**src/rtl/pmcap_pkg.sv**
```systemverilog
// Operation
// - A write of code 01 or 10 into the power state field is discarded and the state is kept.
// - Moving from D3 to D0 by a write pulses an internal device reset, never the bus reset pin.
// - Bit 8 is a sticky wake enable that gates the wake output, resets to 0 and survives ordinary resets.
// - Bits 7:0 of the capability word read 01h and ignore writes.
// - Bits 15:8 of the capability word read the fixed chain pointer A8h.
// - Bits 18:16 of the capability word read version 011.
// - Bit 19 reads 0 since no bus clock is needed to signal a wake event.
// - Bit 21 reads 0 since no extra initialisation follows entry to D0.
// - Bits 25 and 26 read 0 since the D1 and D2 states are not supported.
// - Bits 31:27 read 11001 to advertise wake from D0, D3 hot and D3 cold.
// - Data select bits 12:9 and data scale bits 14:13 read 0 and ignore writes.
package pmcap_pkg;

  //////////////////////////////////////////////////////////////////////////////
  // Register offsets (byte addresses)
  localparam logic [7:0] PMCAP_OFF_CAP     = 8'h90;
  localparam logic [7:0] PMCAP_OFF_CSR     = 8'h94;
  localparam logic [7:0] PMCAP_OFF_IRQ_STS = 8'hc0;
  localparam logic [7:0] PMCAP_OFF_IRQ_MSK = 8'hc4;

  //////////////////////////////////////////////////////////////////////////////
  // Fixed field values
  localparam logic [7:0] PMCAP_CAP_ID      = 8'h01;
  localparam logic [7:0] PMCAP_NEXT_PTR    = 8'ha8;
  localparam logic [2:0] PMCAP_VERSION     = 3'h3;
  localparam logic [4:0] PMCAP_WAKE_SUPP   = 5'h19;
  localparam logic [1:0] PMCAP_PS_D0       = 2'h0;
  localparam logic [1:0] PMCAP_PS_D3       = 2'h3;

  //////////////////////////////////////////////////////////////////////////////
  // Interrupt status layout and reset values
  localparam int         PMCAP_IRQ_W       = 2;
  localparam int         PMCAP_IRQ_WAKE    = 0;
  localparam int         PMCAP_IRQ_D3X     = 1;
  localparam logic [1:0] PMCAP_IRQ_RST     = 2'h0;
  localparam logic       PMCAP_WAKE_EN_RST = 1'b0;
  localparam logic       PMCAP_WAKE_ST_RST = 1'b0;

  //////////////////////////////////////////////////////////////////////////////
  // Timing
  localparam int         PMCAP_CLK_NS      = 4;
  localparam int         PMCAP_DEV_RST_NS  = 64;
  localparam int         PMCAP_DEV_RST_CYC =
    (PMCAP_DEV_RST_NS + PMCAP_CLK_NS - 1) / PMCAP_CLK_NS;

  //////////////////////////////////////////////////////////////////////////////
  // Layouts
  typedef struct packed {
    logic [4:0] wake_supp;
    logic       d2_supp;
    logic       d1_supp;
    logic [2:0] aux_cur;
    logic       dsi;
    logic       rsvd20;
    logic       clk_req;
    logic [2:0] version;
    logic [7:0] next_ptr;
    logic [7:0] cap_id;
  } pmcap_cap_t;

  typedef struct packed {
    logic       wake_sts;
    logic [1:0] data_scale;
    logic [3:0] data_sel;
    logic       wake_en;
    logic [5:0] rsvd;
    logic [1:0] pstate;
  } pmcap_csr_t;

  typedef enum logic [1:0] {
    PMCAP_RS_IDLE = 2'b01,
    PMCAP_RS_BUSY = 2'b10
  } pmcap_rst_st_t;

endpackage

```
**src/rtl/pmcap_regs.sv**
```systemverilog
// The Wishbone register port is this design's own decision.
`timescale 1ns/1ps
module pmcap_regs
  import pmcap_pkg::*;
#(
  parameter int         ADR_W          = 8,
  parameter int         DEV_RST_CYCLES = PMCAP_DEV_RST_CYC,
  parameter logic [2:0] AUX_CURRENT    = 3'h0
) (
  input  wire logic             clk_i,
  input  wire logic             rst_i,
  input  wire logic             por_i,
  input  wire logic             ce_i,
  input  wire logic             wb_cyc_i,
  input  wire logic             wb_stb_i,
  input  wire logic             wb_we_i,
  input  wire logic [ADR_W-1:0] wb_adr_i,
  input  wire logic [3:0]       wb_sel_i,
  input  wire logic [31:0]      wb_dat_i,
  output logic      [31:0]      wb_dat_o,
  output logic                  wb_ack_o,
  input  wire logic             wake_detect_i,
  output logic      [1:0]       power_state_o,
  output logic                  dev_reset_o,
  output logic                  wake_event_out_n_o,
  output logic                  irq_o
);

  //////////////////////////////////////////////////////////////////////////////
  // Elaboration checks
  if (ADR_W < 8 || ADR_W > 32) begin : g_bad_adr
    $error("ADR_W must lie between 8 and 32");
  end
  if (DEV_RST_CYCLES < 1 || DEV_RST_CYCLES > 255) begin : g_bad_rst
    $error("DEV_RST_CYCLES must lie between 1 and 255");
  end

  localparam logic [7:0] RST_LOAD = 8'(DEV_RST_CYCLES - 1);

  //////////////////////////////////////////////////////////////////////////////
  // Declarations
  logic                   ack_q;
  logic [31:0]            dat_q;
  logic [1:0]             ps_q;
  logic                   wake_en_q;
  logic                   wake_sts_q;
  logic                   wake_sts_d;
  logic [PMCAP_IRQ_W-1:0] irq_sts_q;
  logic [PMCAP_IRQ_W-1:0] irq_sts_d;
  logic [PMCAP_IRQ_W-1:0] irq_msk_q;
  logic [PMCAP_IRQ_W-1:0] irq_evt_w;
  pmcap_rst_st_t          rs_q;
  pmcap_rst_st_t          rs_d;
  logic [7:0]             rcnt_q;
  logic [7:0]             rcnt_d;
  logic                   rst_any_w;
  logic                   req_w;
  logic                   commit_w;
  logic                   wr_w;
  logic                   hi_zero_w;
  logic                   hit_cap_w;
  logic                   hit_csr_w;
  logic                   hit_sts_w;
  logic                   hit_msk_w;
  logic                   csr_wr_lo_w;
  logic                   csr_wr_hi_w;
  logic                   sts_wr_w;
  logic                   msk_wr_w;
  logic                   ps_legal_w;
  logic                   ps_load_w;
  logic                   d3_exit_w;
  logic                   wake_clr_w;
  pmcap_cap_t             cap_w;
  pmcap_csr_t             csr_w;
  logic [31:0]            rd_w;

  //////////////////////////////////////////////////////////////////////////////
  // Bus decode
  // Sticky bits answer only to por_i; everything else also to rst_i
  assign rst_any_w   = rst_i | por_i;
  assign req_w       = wb_cyc_i & wb_stb_i & ~ack_q;
  // Writes land on the ack edge, the one the master samples
  assign commit_w    = wb_cyc_i & wb_stb_i & ack_q;
  assign wr_w        = commit_w & wb_we_i;
  assign hi_zero_w   = (wb_adr_i >> 8) == '0;
  assign hit_cap_w   = hi_zero_w & (wb_adr_i[7:2] == PMCAP_OFF_CAP[7:2]);
  assign hit_csr_w   = hi_zero_w & (wb_adr_i[7:2] == PMCAP_OFF_CSR[7:2]);
  assign hit_sts_w   = hi_zero_w & (wb_adr_i[7:2] == PMCAP_OFF_IRQ_STS[7:2]);
  assign hit_msk_w   = hi_zero_w & (wb_adr_i[7:2] == PMCAP_OFF_IRQ_MSK[7:2]);
  assign csr_wr_lo_w = wr_w & hit_csr_w & wb_sel_i[0];
  assign csr_wr_hi_w = wr_w & hit_csr_w & wb_sel_i[1];
  assign sts_wr_w    = wr_w & hit_sts_w & wb_sel_i[0];
  assign msk_wr_w    = wr_w & hit_msk_w & wb_sel_i[0];

  always_ff @(posedge clk_i) begin
    if (rst_any_w) begin
      ack_q <= 1'b0;
    end else if (ce_i) begin
      ack_q <= req_w;
    end
  end

  always_ff @(posedge clk_i) begin
    if (rst_any_w) begin
      dat_q <= 32'h0000_0000;
    end else if (ce_i && req_w) begin
      dat_q <= rd_w;
    end
  end

  //////////////////////////////////////////////////////////////////////////////
  // Power state
  // drop illegal codes
  assign ps_legal_w = (wb_dat_i[1:0] == PMCAP_PS_D0) |
                      (wb_dat_i[1:0] == PMCAP_PS_D3);
  assign ps_load_w  = csr_wr_lo_w & ps_legal_w;
  assign d3_exit_w  = ps_load_w & (ps_q == PMCAP_PS_D3) &
                      (wb_dat_i[1:0] == PMCAP_PS_D0);

  always_ff @(posedge clk_i) begin
    if (rst_any_w) begin
      ps_q <= PMCAP_PS_D0;
    end else if (ce_i && ps_load_w) begin
      ps_q <= wb_dat_i[1:0];
    end
  end

  //////////////////////////////////////////////////////////////////////////////
  // Internal reset sequencer
  // internal pulse only, no bus reset pin is driven
  always_comb begin
    rs_d   = rs_q;
    rcnt_d = rcnt_q;
    unique case (rs_q)
      PMCAP_RS_IDLE: begin
        if (d3_exit_w) begin
          rs_d   = PMCAP_RS_BUSY;
          rcnt_d = RST_LOAD;
        end
      end
      PMCAP_RS_BUSY: begin
        if (rcnt_q == 8'h00) begin
          rs_d = PMCAP_RS_IDLE;
        end else begin
          rcnt_d = rcnt_q - 8'h01;
        end
      end
      default: begin
        rs_d = PMCAP_RS_IDLE;
      end
    endcase
  end

  always_ff @(posedge clk_i) begin
    if (rst_any_w) begin
      rs_q   <= PMCAP_RS_IDLE;
      rcnt_q <= 8'h00;
    end else if (ce_i) begin
      rs_q   <= rs_d;
      rcnt_q <= rcnt_d;
    end
  end

  //////////////////////////////////////////////////////////////////////////////
  // Sticky wake bits
  // set wins over a same-cycle clear
  assign wake_clr_w = csr_wr_hi_w & wb_dat_i[15];
  assign wake_sts_d = wake_detect_i | (wake_sts_q & ~wake_clr_w);

  always_ff @(posedge clk_i) begin
    if (por_i) begin
      wake_en_q <= PMCAP_WAKE_EN_RST;
    end else if (ce_i && csr_wr_hi_w) begin
      wake_en_q <= wb_dat_i[8];
    end
  end

  always_ff @(posedge clk_i) begin
    if (por_i) begin
      wake_sts_q <= PMCAP_WAKE_ST_RST;
    end else if (ce_i) begin
      wake_sts_q <= wake_sts_d;
    end
  end

  //////////////////////////////////////////////////////////////////////////////
  // Interrupt status and mask
  assign irq_evt_w[PMCAP_IRQ_WAKE] = wake_detect_i;
  assign irq_evt_w[PMCAP_IRQ_D3X]  = d3_exit_w;
  // Event beats a clear in the same cycle
  assign irq_sts_d = irq_evt_w |
                     (irq_sts_q & ~(wb_dat_i[PMCAP_IRQ_W-1:0] &
                                    {PMCAP_IRQ_W{sts_wr_w}}));

  always_ff @(posedge clk_i) begin
    if (rst_any_w) begin
      irq_sts_q <= PMCAP_IRQ_RST;
      irq_msk_q <= PMCAP_IRQ_RST;
    end else if (ce_i) begin
      irq_sts_q <= irq_sts_d;
      if (msk_wr_w) begin
        irq_msk_q <= wb_dat_i[PMCAP_IRQ_W-1:0];
      end
    end
  end

  //////////////////////////////////////////////////////////////////////////////
  // Read data
  // identifier byte
  assign cap_w.cap_id    = PMCAP_CAP_ID;
  assign cap_w.next_ptr  = PMCAP_NEXT_PTR;
  assign cap_w.version   = PMCAP_VERSION;
  assign cap_w.clk_req   = 1'b0;
  assign cap_w.rsvd20    = 1'b0;
  assign cap_w.dsi       = 1'b0;
  assign cap_w.aux_cur   = AUX_CURRENT;
  assign cap_w.d1_supp   = 1'b0;
  assign cap_w.d2_supp   = 1'b0;
  assign cap_w.wake_supp = PMCAP_WAKE_SUPP;

  assign csr_w.wake_sts   = wake_sts_q;
  assign csr_w.data_scale = 2'h0;
  assign csr_w.data_sel   = 4'h0;
  assign csr_w.wake_en    = wake_en_q;
  assign csr_w.rsvd       = 6'h00;
  assign csr_w.pstate     = ps_q;

  // Unmapped words read zero and still get an ack
  assign rd_w = hit_cap_w ? cap_w :
                hit_csr_w ? {16'h0000, csr_w} :
                hit_sts_w ? {{(32-PMCAP_IRQ_W){1'b0}}, irq_sts_q} :
                hit_msk_w ? {{(32-PMCAP_IRQ_W){1'b0}}, irq_msk_q} :
                32'h0000_0000;

  //////////////////////////////////////////////////////////////////////////////
  // Outputs
  assign wb_ack_o      = ack_q;
  assign wb_dat_o      = dat_q;
  assign power_state_o = ps_q;
  assign dev_reset_o   = (rs_q == PMCAP_RS_BUSY);
  assign wake_event_out_n_o = ~(wake_sts_q & wake_en_q);
  assign irq_o         = |(irq_sts_q & irq_msk_q);

  //////////////////////////////////////////////////////////////////////////////
  // Checks
  logic [8:0] hi_cnt_q;

  always_ff @(posedge clk_i) begin
    if (rst_any_w || !dev_reset_o) begin
      hi_cnt_q <= 9'h000;
    end else if (ce_i) begin
      hi_cnt_q <= hi_cnt_q + 9'h001;
    end
  end
endmodule

```
**config.mk**
```make
export PLATFORM = sky130hd
export DESIGN_NAME = pmcap_regs
export DESIGN_NICKNAME = d
export VERILOG_FILES = /design/src/rtl/pmcap_pkg.sv /design/src/rtl/pmcap_regs.sv
export SDC_FILE = /design/constraint.sdc
export NUM_CORES = 1
export LEC_CHECK = 0
export BUFFER_PORTS_ARGS = -buffer_cell sky130_fd_sc_hd__buf_2
export CORE_MARGIN = 1.5
export CORE_UTILIZATION = 43
export DETAILED_ROUTE_END_ITERATION = 10
export PLACE_DENSITY = 0.79
export SLEW_MARGIN = 10
export SYNTH_ARGS = -nofsm -noshare
export SYNTH_HDL_FRONTEND = slang
export SYNTH_SLANG_ARGS = --single-unit
```
**constraint.sdc**
```tcl
create_clock -name clk_i -period 2.5 [get_ports clk_i]
set_input_delay 0.25 -clock clk_i [delete_from_list [all_inputs] [get_ports clk_i]]
set_output_delay 0.25 -clock clk_i [all_outputs]
set_load 0.02 [all_outputs]
```
==> results of run 1 <==
routing by layer:
metal	part of all wire [%]	GRT usage, %
met4	1.0	6.389
met5	0	0
met2	47	25.94
met1	48	21.95
met3	4.3	2.703
through the flow:
stage                     worst slack [ns]  instances
after CTS                           0.5429        252
after global routing                0.4197        252
after detailed placement            0.5816        248
after global placement              0.5929        248
final                               0.5412        252
after floorplan                     0.6883        197
state kept, by name, summed over array words and instances (netlist names):
signal,count
rcnt_q,8
wb_dat_o,5
irq_msk_q,2
irq_sts_q,2
power_state_o,2
rs_q,2
wake_en_q,1
wake_sts_q,1
wb_ack_o,1
cell usage in the layout (no fill, tap or decap), types with 4 or more instances in the layout:
| master | instances |
|---|---|
| buf_2 | 36 |
| dfxtp_1 | 24 |
| conb_1 | 21 |
| nand2_1 | 11 |
| inv_1 | 10 |
| a21oi_1 | 9 |
| nor2_1 | 8 |
| o21ai_0 | 8 |
| nand2b_1 | 7 |
| mux2i_1 | 6 |
| nand3_1 | 5 |
| nor3_1 | 5 |
| and3_1 | 4 |
| a211oi_1 | 4 |
power by group:
group	internal, mW	switching [mW]
combinational	0.0225	0.0599
sequential	0.385	0.00217
clock	0.162	0.125
total	0.570	0.187
path summary, 6_finish.rpt:
path,to,slack [ns],cells after the start
worst max-delay path,rcnt_q[5],0.54,6
worst min-delay path,wake_en_q,0.1,2
worst max register to register,rcnt_q[5],0.54,6
worst min register to register,wb_dat_o[8],0.46,2
area by class of cell:
class                           instances  area [um^2]
Clock buffer                            3        22.52
Clock inverter                          1        30.03
Fill cell                             367         1697
Inverter                               10        37.54
Multi-Input combinational cell        132        858.3
Sequential cell                        24        480.5
Tap cell                               46        57.56
Timing Repair Buffer                   36        180.2
kinds of logic (layout without fill, tap and decap cells):
group                      Yosys count  in the layout  synth area share [%]
and+or+nand+nor                     61             61                 24.28
buffers and inverters               41             50                 16.87
AOI/OAI and AO/OA                   39             39                 19.10
DFF                                 24             24                 31.60
muxes                                8              8                 5.432
adders and majority gates            3              3                 2.469
other                                1             21                0.2467
cells in the mapped netlist, types with 2 or more instances:
| cell type | instances | area (um^2) |
|---|---|---|
| ha_1 | 3 | 37.54 |
| nand4_1 | 2 | 12.51 |
| nor3b_1 | 2 | 15.01 |
| inv_1 | 10 | 37.54 |
| dfxtp_1 | 24 | 480.5 |
| a32o_1 | 3 | 30.03 |
| mux2_2 | 2 | 22.52 |
| a211oi_1 | 4 | 30.03 |
| and3_1 | 4 | 25.02 |
| nor3_1 | 5 | 25.02 |
| a31oi_1 | 2 | 12.51 |
| and2_1 | 2 | 12.51 |
| nand3_1 | 5 | 25.02 |
| nand2b_1 | 7 | 43.79 |
| o21ai_0 | 8 | 40.04 |
| buf_4 | 27 | 202.7 |
| or2_2 | 3 | 18.77 |
| a21oi_1 | 9 | 45.04 |
| nand2_1 | 11 | 41.29 |
| mux2i_1 | 6 | 60.06 |
| or4_1 | 2 | 15.01 |
| clkbuf_1 | 3 | 11.26 |
| and4b_1 | 2 | 20.02 |
| nor2_1 | 8 | 30.03 |
==> key figures, run 1 <==
Route
  • Routed len/inst: roughly 12 um
  • Post-route ant nets: 0
  • Post-Route WL: 3134 um
  • Iteration-0 DRC Markers: slightly above 70
  • Post-DR vias/cell: 5.230
  • Vias: ~1,300
  • DRT Pass-1 Iters: 4
  • DRC: 0

Pwr
  • Cell Pwr Density: between 400 and 500 nW/um^2
  • Total Power: 756.7 uW
  • VDD IR max: 0.0002836 V
  • Static leakage power: 0.7337 nW

Clock tree
  • CTS resizes: 0
  • CTS tree: built
  • Cts hold-fix bufs: 0
  • Total CTS buffers: 3
  • Later-pin clock latency in the skew report: 0.32 ns
  • Post-CTS Setup Inserts: 0
  • H-Tree Level Count: 1
  • Root Driver: clkbuf_4
  • Maximum clock insertion buffer count: 2
  • Clock Pin Slew Worst Setup and Hold Paths: 0.14 ns
  • Sink Count: 24

Die
  • Io pins: 90
  • Die Width: 62.46 um
  • Die area: 3901 um^2
  • Die height: 62.46 um
  • Std cell rows: 21
  • Initial Util: 45.20%
  • Core region area: 3363 um^2

Yosys
  • Gate Count Post-Synth: 177
  • Post-synth EDFFs: 0
  • Mean area per synthesized cell: 8.589 um^2
  • Yosys reg bits: 24
  • Post-synth top flop: dfxtp_1
  • Seq/Total Area, Yosys: 31.60%
  • Asr flop ratio synth: 0%
  • Mapped cell area: 1520 um^2
  • Netlist cell types: 47
  • Yosys warning total: 0

Setup path
  • Req. time, crit path: 2.77 ns
  • CP Capture Type: register
  • Worst-path cell chain: inv_1 -> ha_1 -> or4b_4 -> o211a_4 -> a21oi_4 -> o221a_2
  • Crit path kind: register to register
  • Slowest cell on the critical path: or4b_4
  • Largest stage delay, worst path: 0.49 ns
  • CP Launch Type: register
  • Largest fanout on the critical path: 7
  • Largest delay share family, worst path: compound AO/OA/AOI/OAI gates
  • Crit. Startpoint: rcnt_q[0]
  • Worst r2r src: rcnt_q[0]
  • CP Data Arrival Time: 2.23 ns
  • Crit path buf inv count: 1

GRT
  • First-pass GRT wire length: ~5300 um
  • Vias in the first global route: 1,150
  • Largest net degree at the start of global routing: 16
  • Global Route Usage Sum: 16.27%
  • Initial antenna violation count: 0
  • Congestion Overflow GR: 0

Layout
  • Area grow syn2layout: 9.630%
  • Final nets: ~260
  • Inserted Diodes: 0
  • Post-route design area: 1667 um^2
  • Layout cell share with drive strength beyond 1: 25.73%
  • Fin util: 49.55%

STA
  • Rel. slew slack: 55.27%
  • Final Hold Fails: 0
  • Fin crit share: 78.35%
  • Crit path time final: 1.959 ns
  • Worst clock skew: between 0.008 and 0.009 ns
  • Setup TNS: 0 ns
  • Final number of setup-violating endpoints: 0
  • Worst slew pin tran: 0.6685 ns
  • Highest clock rate: 510.5 MHz
  • Max-slew violation count: 0
  • Hold_ws: 0.09960 ns
  • RSZ-0062 raised after global routing: no

Placement
  • Final HPWL DP: 2381 um
  • Placed Instance Area: between 1500 and 2000 um^2
  • Gp weighted congestion: 0.8362
  • Port bufs: 36

Run
  • Max_cap viols: 0

Status
  • Status: complete, no violations

Hold path
  • Hold path startpoint: por_i
  • Worst Hold Class: input pin to register
No activity file was read; power rests on OpenSTA's default activity.
==> run 2: changes to the inputs <==
--- a/config.mk
+++ b/config.mk
@@ -7,9 +7,9 @@
 export LEC_CHECK = 0
 export BUFFER_PORTS_ARGS = -buffer_cell sky130_fd_sc_hd__buf_2
 export CORE_MARGIN = 1.5
-export CORE_UTILIZATION = 43
+export CORE_UTILIZATION = 39
 export DETAILED_ROUTE_END_ITERATION = 10
-export PLACE_DENSITY = 0.79
+export PLACE_DENSITY = 0.76
 export SLEW_MARGIN = 10
 export SYNTH_ARGS = -nofsm -noshare
 export SYNTH_HDL_FRONTEND = slang
==> constraint.sdc (replaced) <==
create_clock -name clk_i -period 1.7 [get_ports clk_i]
set_input_delay 0.17 -clock clk_i [delete_from_list [all_inputs] [get_ports clk_i]]
set_output_delay 0.17 -clock clk_i [all_outputs]
set_load 0.02 [all_outputs]
==> run 2 against run 1 <==
Net effect: the run now ends with setup timing left; via count rose by 5.2%; flip-flop and latch count is the same; cell count is 9.1% higher; global-route usage is 1.2 points lower; first-iteration DRC count decreased by 18%; non-clock buffer count is 21 higher; routed wire length increased by 3.8%; register-to-register slack worse by 0.62 ns; combinational power up 60%; critical path depth unchanged; worst setup slack worse by 0.62 ns; clock power increased by 72%; highest routed layer unchanged.
==> key figures, run 2 (synthesis results as in run 1) <==
Status
  • Status: finished, violations left
  • Failing checks: setup timing

Clock tree
  • Cts hold-fix bufs: 0
  • Root Driver: clkbuf_8
  • H-Tree Level Count: 1
  • Sink Count: 24
  • Maximum clock insertion buffer count: 2
  • Total CTS buffers: 3
  • Clock Pin Slew Worst Setup and Hold Paths: 0.09 ns
  • Later-pin clock latency in the skew report: 0.26 ns
  • CTS tree: built

Setup path
  • CP Capture Type: register
  • Crit path buf inv count: 1
  • CP Data Arrival Time: ~2.0 ns
  • Worst-path cell chain: inv_2 -> ha_4 -> or4b_4 -> o211a_4 -> a21oi_4 -> o221a_2
  • Req. time, crit path: 1.91 ns
  • Crit path kind: register to register
  • Largest fanout on the critical path: 7
  • Largest delay share family, worst path: compound AO/OA/AOI/OAI gates
  • CP Launch Type: register
  • Largest stage delay, worst path: 0.46 ns
  • Slowest cell on the critical path: or4b_4

Route
  • Vias: 1,386
  • Routed len/inst: about 12 um
  • Post-Route WL: 3252 um
  • Iteration-0 DRC Markers: 58
  • DRT Pass-1 Iters: 4
  • Post-route ant nets: 0
  • Post-DR vias/cell: 5.040
  • DRC: 0

Placement
  • Port bufs: 36
  • Gp weighted congestion: 0.8773
  • Placed Instance Area: 1774 um^2
  • # placed instances: about 270
  • Dpl ws: -0.08848 ns
  • Final HPWL DP: about 2500 um

Layout
  • Largest Register: rcnt_q
  • Max reg flops: 8
  • Final nets: 283
  • Fin util: 50.78%
  • Final Non-Filler Cells: approximately 280
  • Inserted Diodes: 0
  • Most frequent cells in the layout: buf_2, dfxtp_1, conb_1, buf_4, nand2_1
  • Layout cell share with drive strength beyond 1: 36.12%
  • Post-route design area: ~1900 um^2
  • Area grow syn2layout: 23.21%
  • Commonest non-fill, non-tap cell in the layout: buf_2

STA
  • Setup TNS: -0.3695 ns
  • Worst slew pin tran: 0.4976 ns
  • Hold_ws: around 0.09 ns
  • Final number of setup-violating endpoints: 7
  • Worst clock skew: between 0.006 and 0.007 ns
  • Crit path time final: between 1.5 and 2 ns
  • RSZ-0062 raised after global routing: yes
  • Fin worst setup slack: -0.08131 ns
  • Fin crit share: 104.8%
  • Rel. slew slack: 66.36%
  • Final Hold Fails: 0
  • Highest clock rate: 561.4 MHz
  • Max-slew violation count: 0

Die
  • Die area: 4282 um^2
  • Std cell rows: 22
  • Initial Util: 41.21%
  • Die height: 65.44 um
  • Die Width: approximately 65 um
  • Io pins: 90
  • Core region area: 3689 um^2

Pwr
  • Cell Pwr Density: between 600 and 700 nW/um^2
  • Static leakage power: 0.8506 nW
  • VDD IR max: 0.0003127 V
  • Total Power: 1.193 mW

GRT
  • Vias in the first global route: 1,211
  • Initial antenna violation count: 0
  • First-pass GRT wire length: around 5000 um
  • Global Route Usage Sum: 15.03%
  • Largest net degree at the start of global routing: 16
  • Congestion Overflow GR: 0

Hold path
  • Worst Hold Class: input pin to register

Run
  • Max_cap viols: 0
==> run 2: worst register-to-register path, cell delays in order, from the launching register on <==
cell and delay [ns]:
dfxtp_2 0.33, inv_2 0.07, ha_4 0.13, or4b_4 0.46
o211a_4 0.28, a21oi_4 0.23, o221a_2 0.22
==> run 2: timing repair <==
action,4_1_cts,5_1_grt
buffers inserted,1,1
pin swaps,4,2
resized for setup,1,2
setup endpoints to repair,8,8
==> run 2: area by class of cell <==
cell class	count	area [um^2]
timing repair buffer	57	337.8
multi-input combinational	132	883.3
clock buffer	3	41.29
fill	383	1815
sequential	24	483.0
tap	48	60.06
clock inverter	1	30.03
inverter	10	37.54
==> run 2: final timing paths <==
path / startpoint / end / slack [ns] / cells past startpoint
setup / recovery: rcnt_q[1] / rcnt_q[5] / -0.08 / 6
hold / removal: por_i / wake_sts_q / 0.09 / 2
hold reg to reg: wb_dat_o[8] / wb_dat_o[8] / 0.45 / 2
setup reg to reg: rcnt_q[1] / rcnt_q[5] / -0.08 / 6
==> run 2: where the power goes <==
part	internal [mW]	switching, mW
logic	0.0410	0.0906
registers	0.565	0.00307
clock network	0.314	0.178
total	0.921	0.272
==> run 2: per-layer routing <==
layer / up-vias / global-route usage [%] / share of wire (%)
met5: - / 0 / 0
met4: 0 / 4.688 / 1.1
met3: 4 / 2.226 / 5.3
met2: 47 / 26.02 / 48
met1: 647 / 19.19 / 46
li1: 688 / - / -
==> run 3: changes to the inputs <==
--- a/config.mk
+++ b/config.mk
@@ -5,12 +5,14 @@
 export SDC_FILE = /design/constraint.sdc
 export NUM_CORES = 1
 export LEC_CHECK = 0
+export ABC_AREA = 1
 export BUFFER_PORTS_ARGS = -buffer_cell sky130_fd_sc_hd__buf_2
 export CORE_MARGIN = 1.5
-export CORE_UTILIZATION = 39
+export CORE_UTILIZATION = 40
 export DETAILED_ROUTE_END_ITERATION = 10
-export PLACE_DENSITY = 0.76
+export PLACE_DENSITY = 0.77
 export SLEW_MARGIN = 10
 export SYNTH_ARGS = -nofsm -noshare
 export SYNTH_HDL_FRONTEND = slang
 export SYNTH_SLANG_ARGS = --single-unit
+export TNS_END_PERCENT = 50
==> run 3 against run 2 <==
Net effect: the run now ends clean; synthesized cell count increased by 32%; cell count increased by 14%; maximum frequency increased by 17%; register-to-register slack improved by 0.25 ns; cell area decreased by 5.5%; via count increased by 4.4%; combinational power decreased by 4%; sequential power about the same; utilization decreased by 3.5 points; flip-flop and latch count unchanged; largest cell class unchanged; highest routed layer unchanged.
==> key figures, run 3 <==
GRT
  • Global Route Usage Sum: 14.69%
  • Met1 usage in global routing: roughly a fifth
  • GR Layer Usage met3: 1.533%
  • Congestion Overflow GR: 0
  • Largest net degree at the start of global routing: 19
  • Vias in the first global route: ~1,200
  • GR Layer Usage met2: 24.50%
  • Global route hottest layer: met2
  • Initial antenna violation count: 0
  • First-pass GRT wire length: 5037 um

Yosys
  • Largest area contributor in the netlist: dfxtp_1
  • Post-synth top flop: dfxtp_1
  • Post-synth top area share: 30.14%
  • Asr flop ratio synth: 0%
  • Netlist cell types: 27
  • Mean area per synthesized cell: 6.841 um^2
  • Synth top area cells: dfxtp_1, buf_4, nand2_1
  • Post-synth top cells: nand2_1, inv_1, nor2_1
  • Gate Count Post-Synth: 233
  • Cell with the most instances after synthesis: nand2_1
  • Seq/Total Area, Yosys: between 30% and 40%
  • Yosys warning total: 0
  • Post-synth EDFFs: 0
  • Yosys reg bits: 24
  • Mapped cell area: 1594 um^2

Placement
  • # placed instances: 310
  • Final HPWL DP: between 2000 and 2500 um
  • Gp weighted congestion: 0.8522
  • Port bufs: 36

Die
  • Die Width: 66.13 um
  • Core region area: 3744 um^2
  • Die area: 4373 um^2
  • Io pins: 90
  • Initial Util: 42.58%
  • Std cell rows: 22
  • Die height: 66.13 um

Run
  • Max_cap viols: 0

Layout
  • Area grow syn2layout: 11.07%
  • Fillers: ~400
  • Layout cell share with drive strength beyond 1: 22.93%
  • Largest Register: rcnt_q
  • Max reg flops: 8
  • Fin util: 47.29%
  • Most frequent cells in the layout: nand2_1, buf_2, inv_1, nor2_1, dfxtp_1
  • Commonest non-fill, non-tap cell in the layout: nand2_1
  • Final Non-Filler Cells: 314
  • Area occupied by multi-input gates: about 840 um^2
  • Final nets: 322
  • Inserted Diodes: 0
  • Sequential cell area: 480.5 um^2

Setup path
  • Worst-path cell chain: inv_1 -> ha_1 -> nand3_1 -> nor2_1 -> o21ai_2 -> buf_4 -> nand2_1 -> nand2_1 -> a21oi_1
  • Largest fanout on the critical path: 7
  • Worst Reg-to-Reg Cells: 9
  • Reg2reg end: rcnt_q[0]
  • R2R Setup Slk: roughly 0.17 ns
  • Crit. Startpoint: rcnt_q[0]
  • CP Capture Type: register
  • Largest stage delay, worst path: between 0.3 and 0.4 ns
  • CP Data Arrival Time: 1.69 ns
  • Slowest cell on the critical path: dfxtp_1
  • Crit path kind: register to register
  • CP Launch Type: register
  • CP most frequent cell: nand2_1
  • Req. time, crit path: 1.86 ns
  • End of the critical path: rcnt_q[0]
  • Worst r2r src: rcnt_q[0]

Clock tree
  • Cts hold-fix bufs: 0
  • Root Driver: clkbuf_8
  • Maximum clock insertion buffer count: 2
  • Sink Count: 24
  • H-Tree Level Count: 1
  • Later-pin clock latency in the skew report: 0.27 ns
  • Clock Pin Slew Worst Setup and Hold Paths: roughly 0.090 ns
  • Post-CTS Setup Inserts: 0
  • CTS resizes: 0
  • Total CTS buffers: 3
  • CTS tree: built

STA
  • Final Hold Fails: 0
  • Fin crit share: 89.81%
  • RSZ-0062 raised after global routing: no
  • Rel. slew slack: a little under two thirds
  • Setup TNS: 0 ns
  • Worst clock skew: 0.002189 ns
  • Highest clock rate: ~660 MHz
  • Hold_ws: 0.07921 ns
  • Worst slew pin tran: 0.5411 ns
  • Final number of setup-violating endpoints: 0
  • Max-slew violation count: 0
  • Crit path time final: ~1.5 ns

Route
  • Iteration-0 DRC Markers: 35
  • Routed len/inst: 9.678 um
  • Post-DR vias/cell: 4.608
  • Post-route ant nets: 0
  • Post-Route WL: about 3000 um
  • DRT Pass-1 Iters: 4
  • DRC: 0
  • Vias: 1,447

Pwr
  • Clock share of power: roughly two fifths
  • VDD IR max: 0.0002745 V
  • Gate power share: 10.6%
  • Switch share: 23.53%
  • Sequential Power Share: ~48%
  • Cell Pwr Density: 676.3 nW/um^2
  • Total Power: 1.197 mW
  • P_sw: 281.7 uW
  • Internal: 915.6 uW
  • Static leakage power: 0.8531 nW

Hold path
  • Worst Hold Class: input pin to register

Status
  • Status: complete, no violations
run 3: routing by layer:
| layer | share of wire [%] | vias up |
|---|---|---|
| met1 | 49 | 634 |
| li1 | - | 763 |
| met4 | 1.7 | 0 |
| met3 | 5.1 | 5 |
| met5 | 0 | - |
| met2 | 44 | 45 |
run 3: worst max-delay path: cells and delay by family (launching register included):
family / cells / cell delay, ns
DFF: 1 / 0.37
buffers and inverters: 2 / 0.30
and+or+nand+nor: 4 / 0.27
AOI/OAI and AO/OA: 2 / 0.27
adders and majority gates: 1 / 0.20
run 3: worst min-delay path by stage:
stage                 end  startpoint  cells after the start  slack [ns]
5_1_grt        wake_sts_q       por_i                      2        0.08
3_3_place_gp   wake_sts_q       por_i                      2        0.36
2_1_floorplan  wake_sts_q       por_i                      1        0.24
6_report       wake_sts_q       por_i                      2        0.08
4_1_cts        wake_sts_q       por_i                      2        0.08
3_5_place_dp   wake_sts_q       por_i                      2        0.37
run 3: cell families after synthesis:
group	after synthesis	share of synthesized area, %
buf+inv	61	21.90
compound gates	39	13.11
flops	24	30.14
simple gates	105	32.26
other cells	1	0.2353
fa+ha+maj	3	2.355
run 3: stage by stage:
stage                     worst slack, ns  area, um^2
final                              0.1733        1770
after global routing              0.06216        1770
after floorplan                    0.3376        1669
after CTS                          0.1852        1770
after global placement             0.2217        1699
after detailed placement           0.2266        1699
run 3: power by group through the flow:
stage | Sequential (mW) | Combinational (mW) | Clock [mW]
after floorplan | 0.585 | 0.126 | 0
after global placement | 0.583 | 0.126 | 0
after detailed placement | 0.583 | 0.127 | 0
after CTS | 0.569 | 0.127 | 0.510
after global routing | 0.570 | 0.142 | 0.536
final | 0.569 | 0.127 | 0.501
run 3: area by class of cell:
cell class,instances,share of cell area [%]
tap,48,3.392
timing repair buffer,39,11.45
sequential,24,27.14
clock buffer,3,2.332
inverter,31,6.572
clock inverter,1,1.696
multi-input combinational,168,47.42
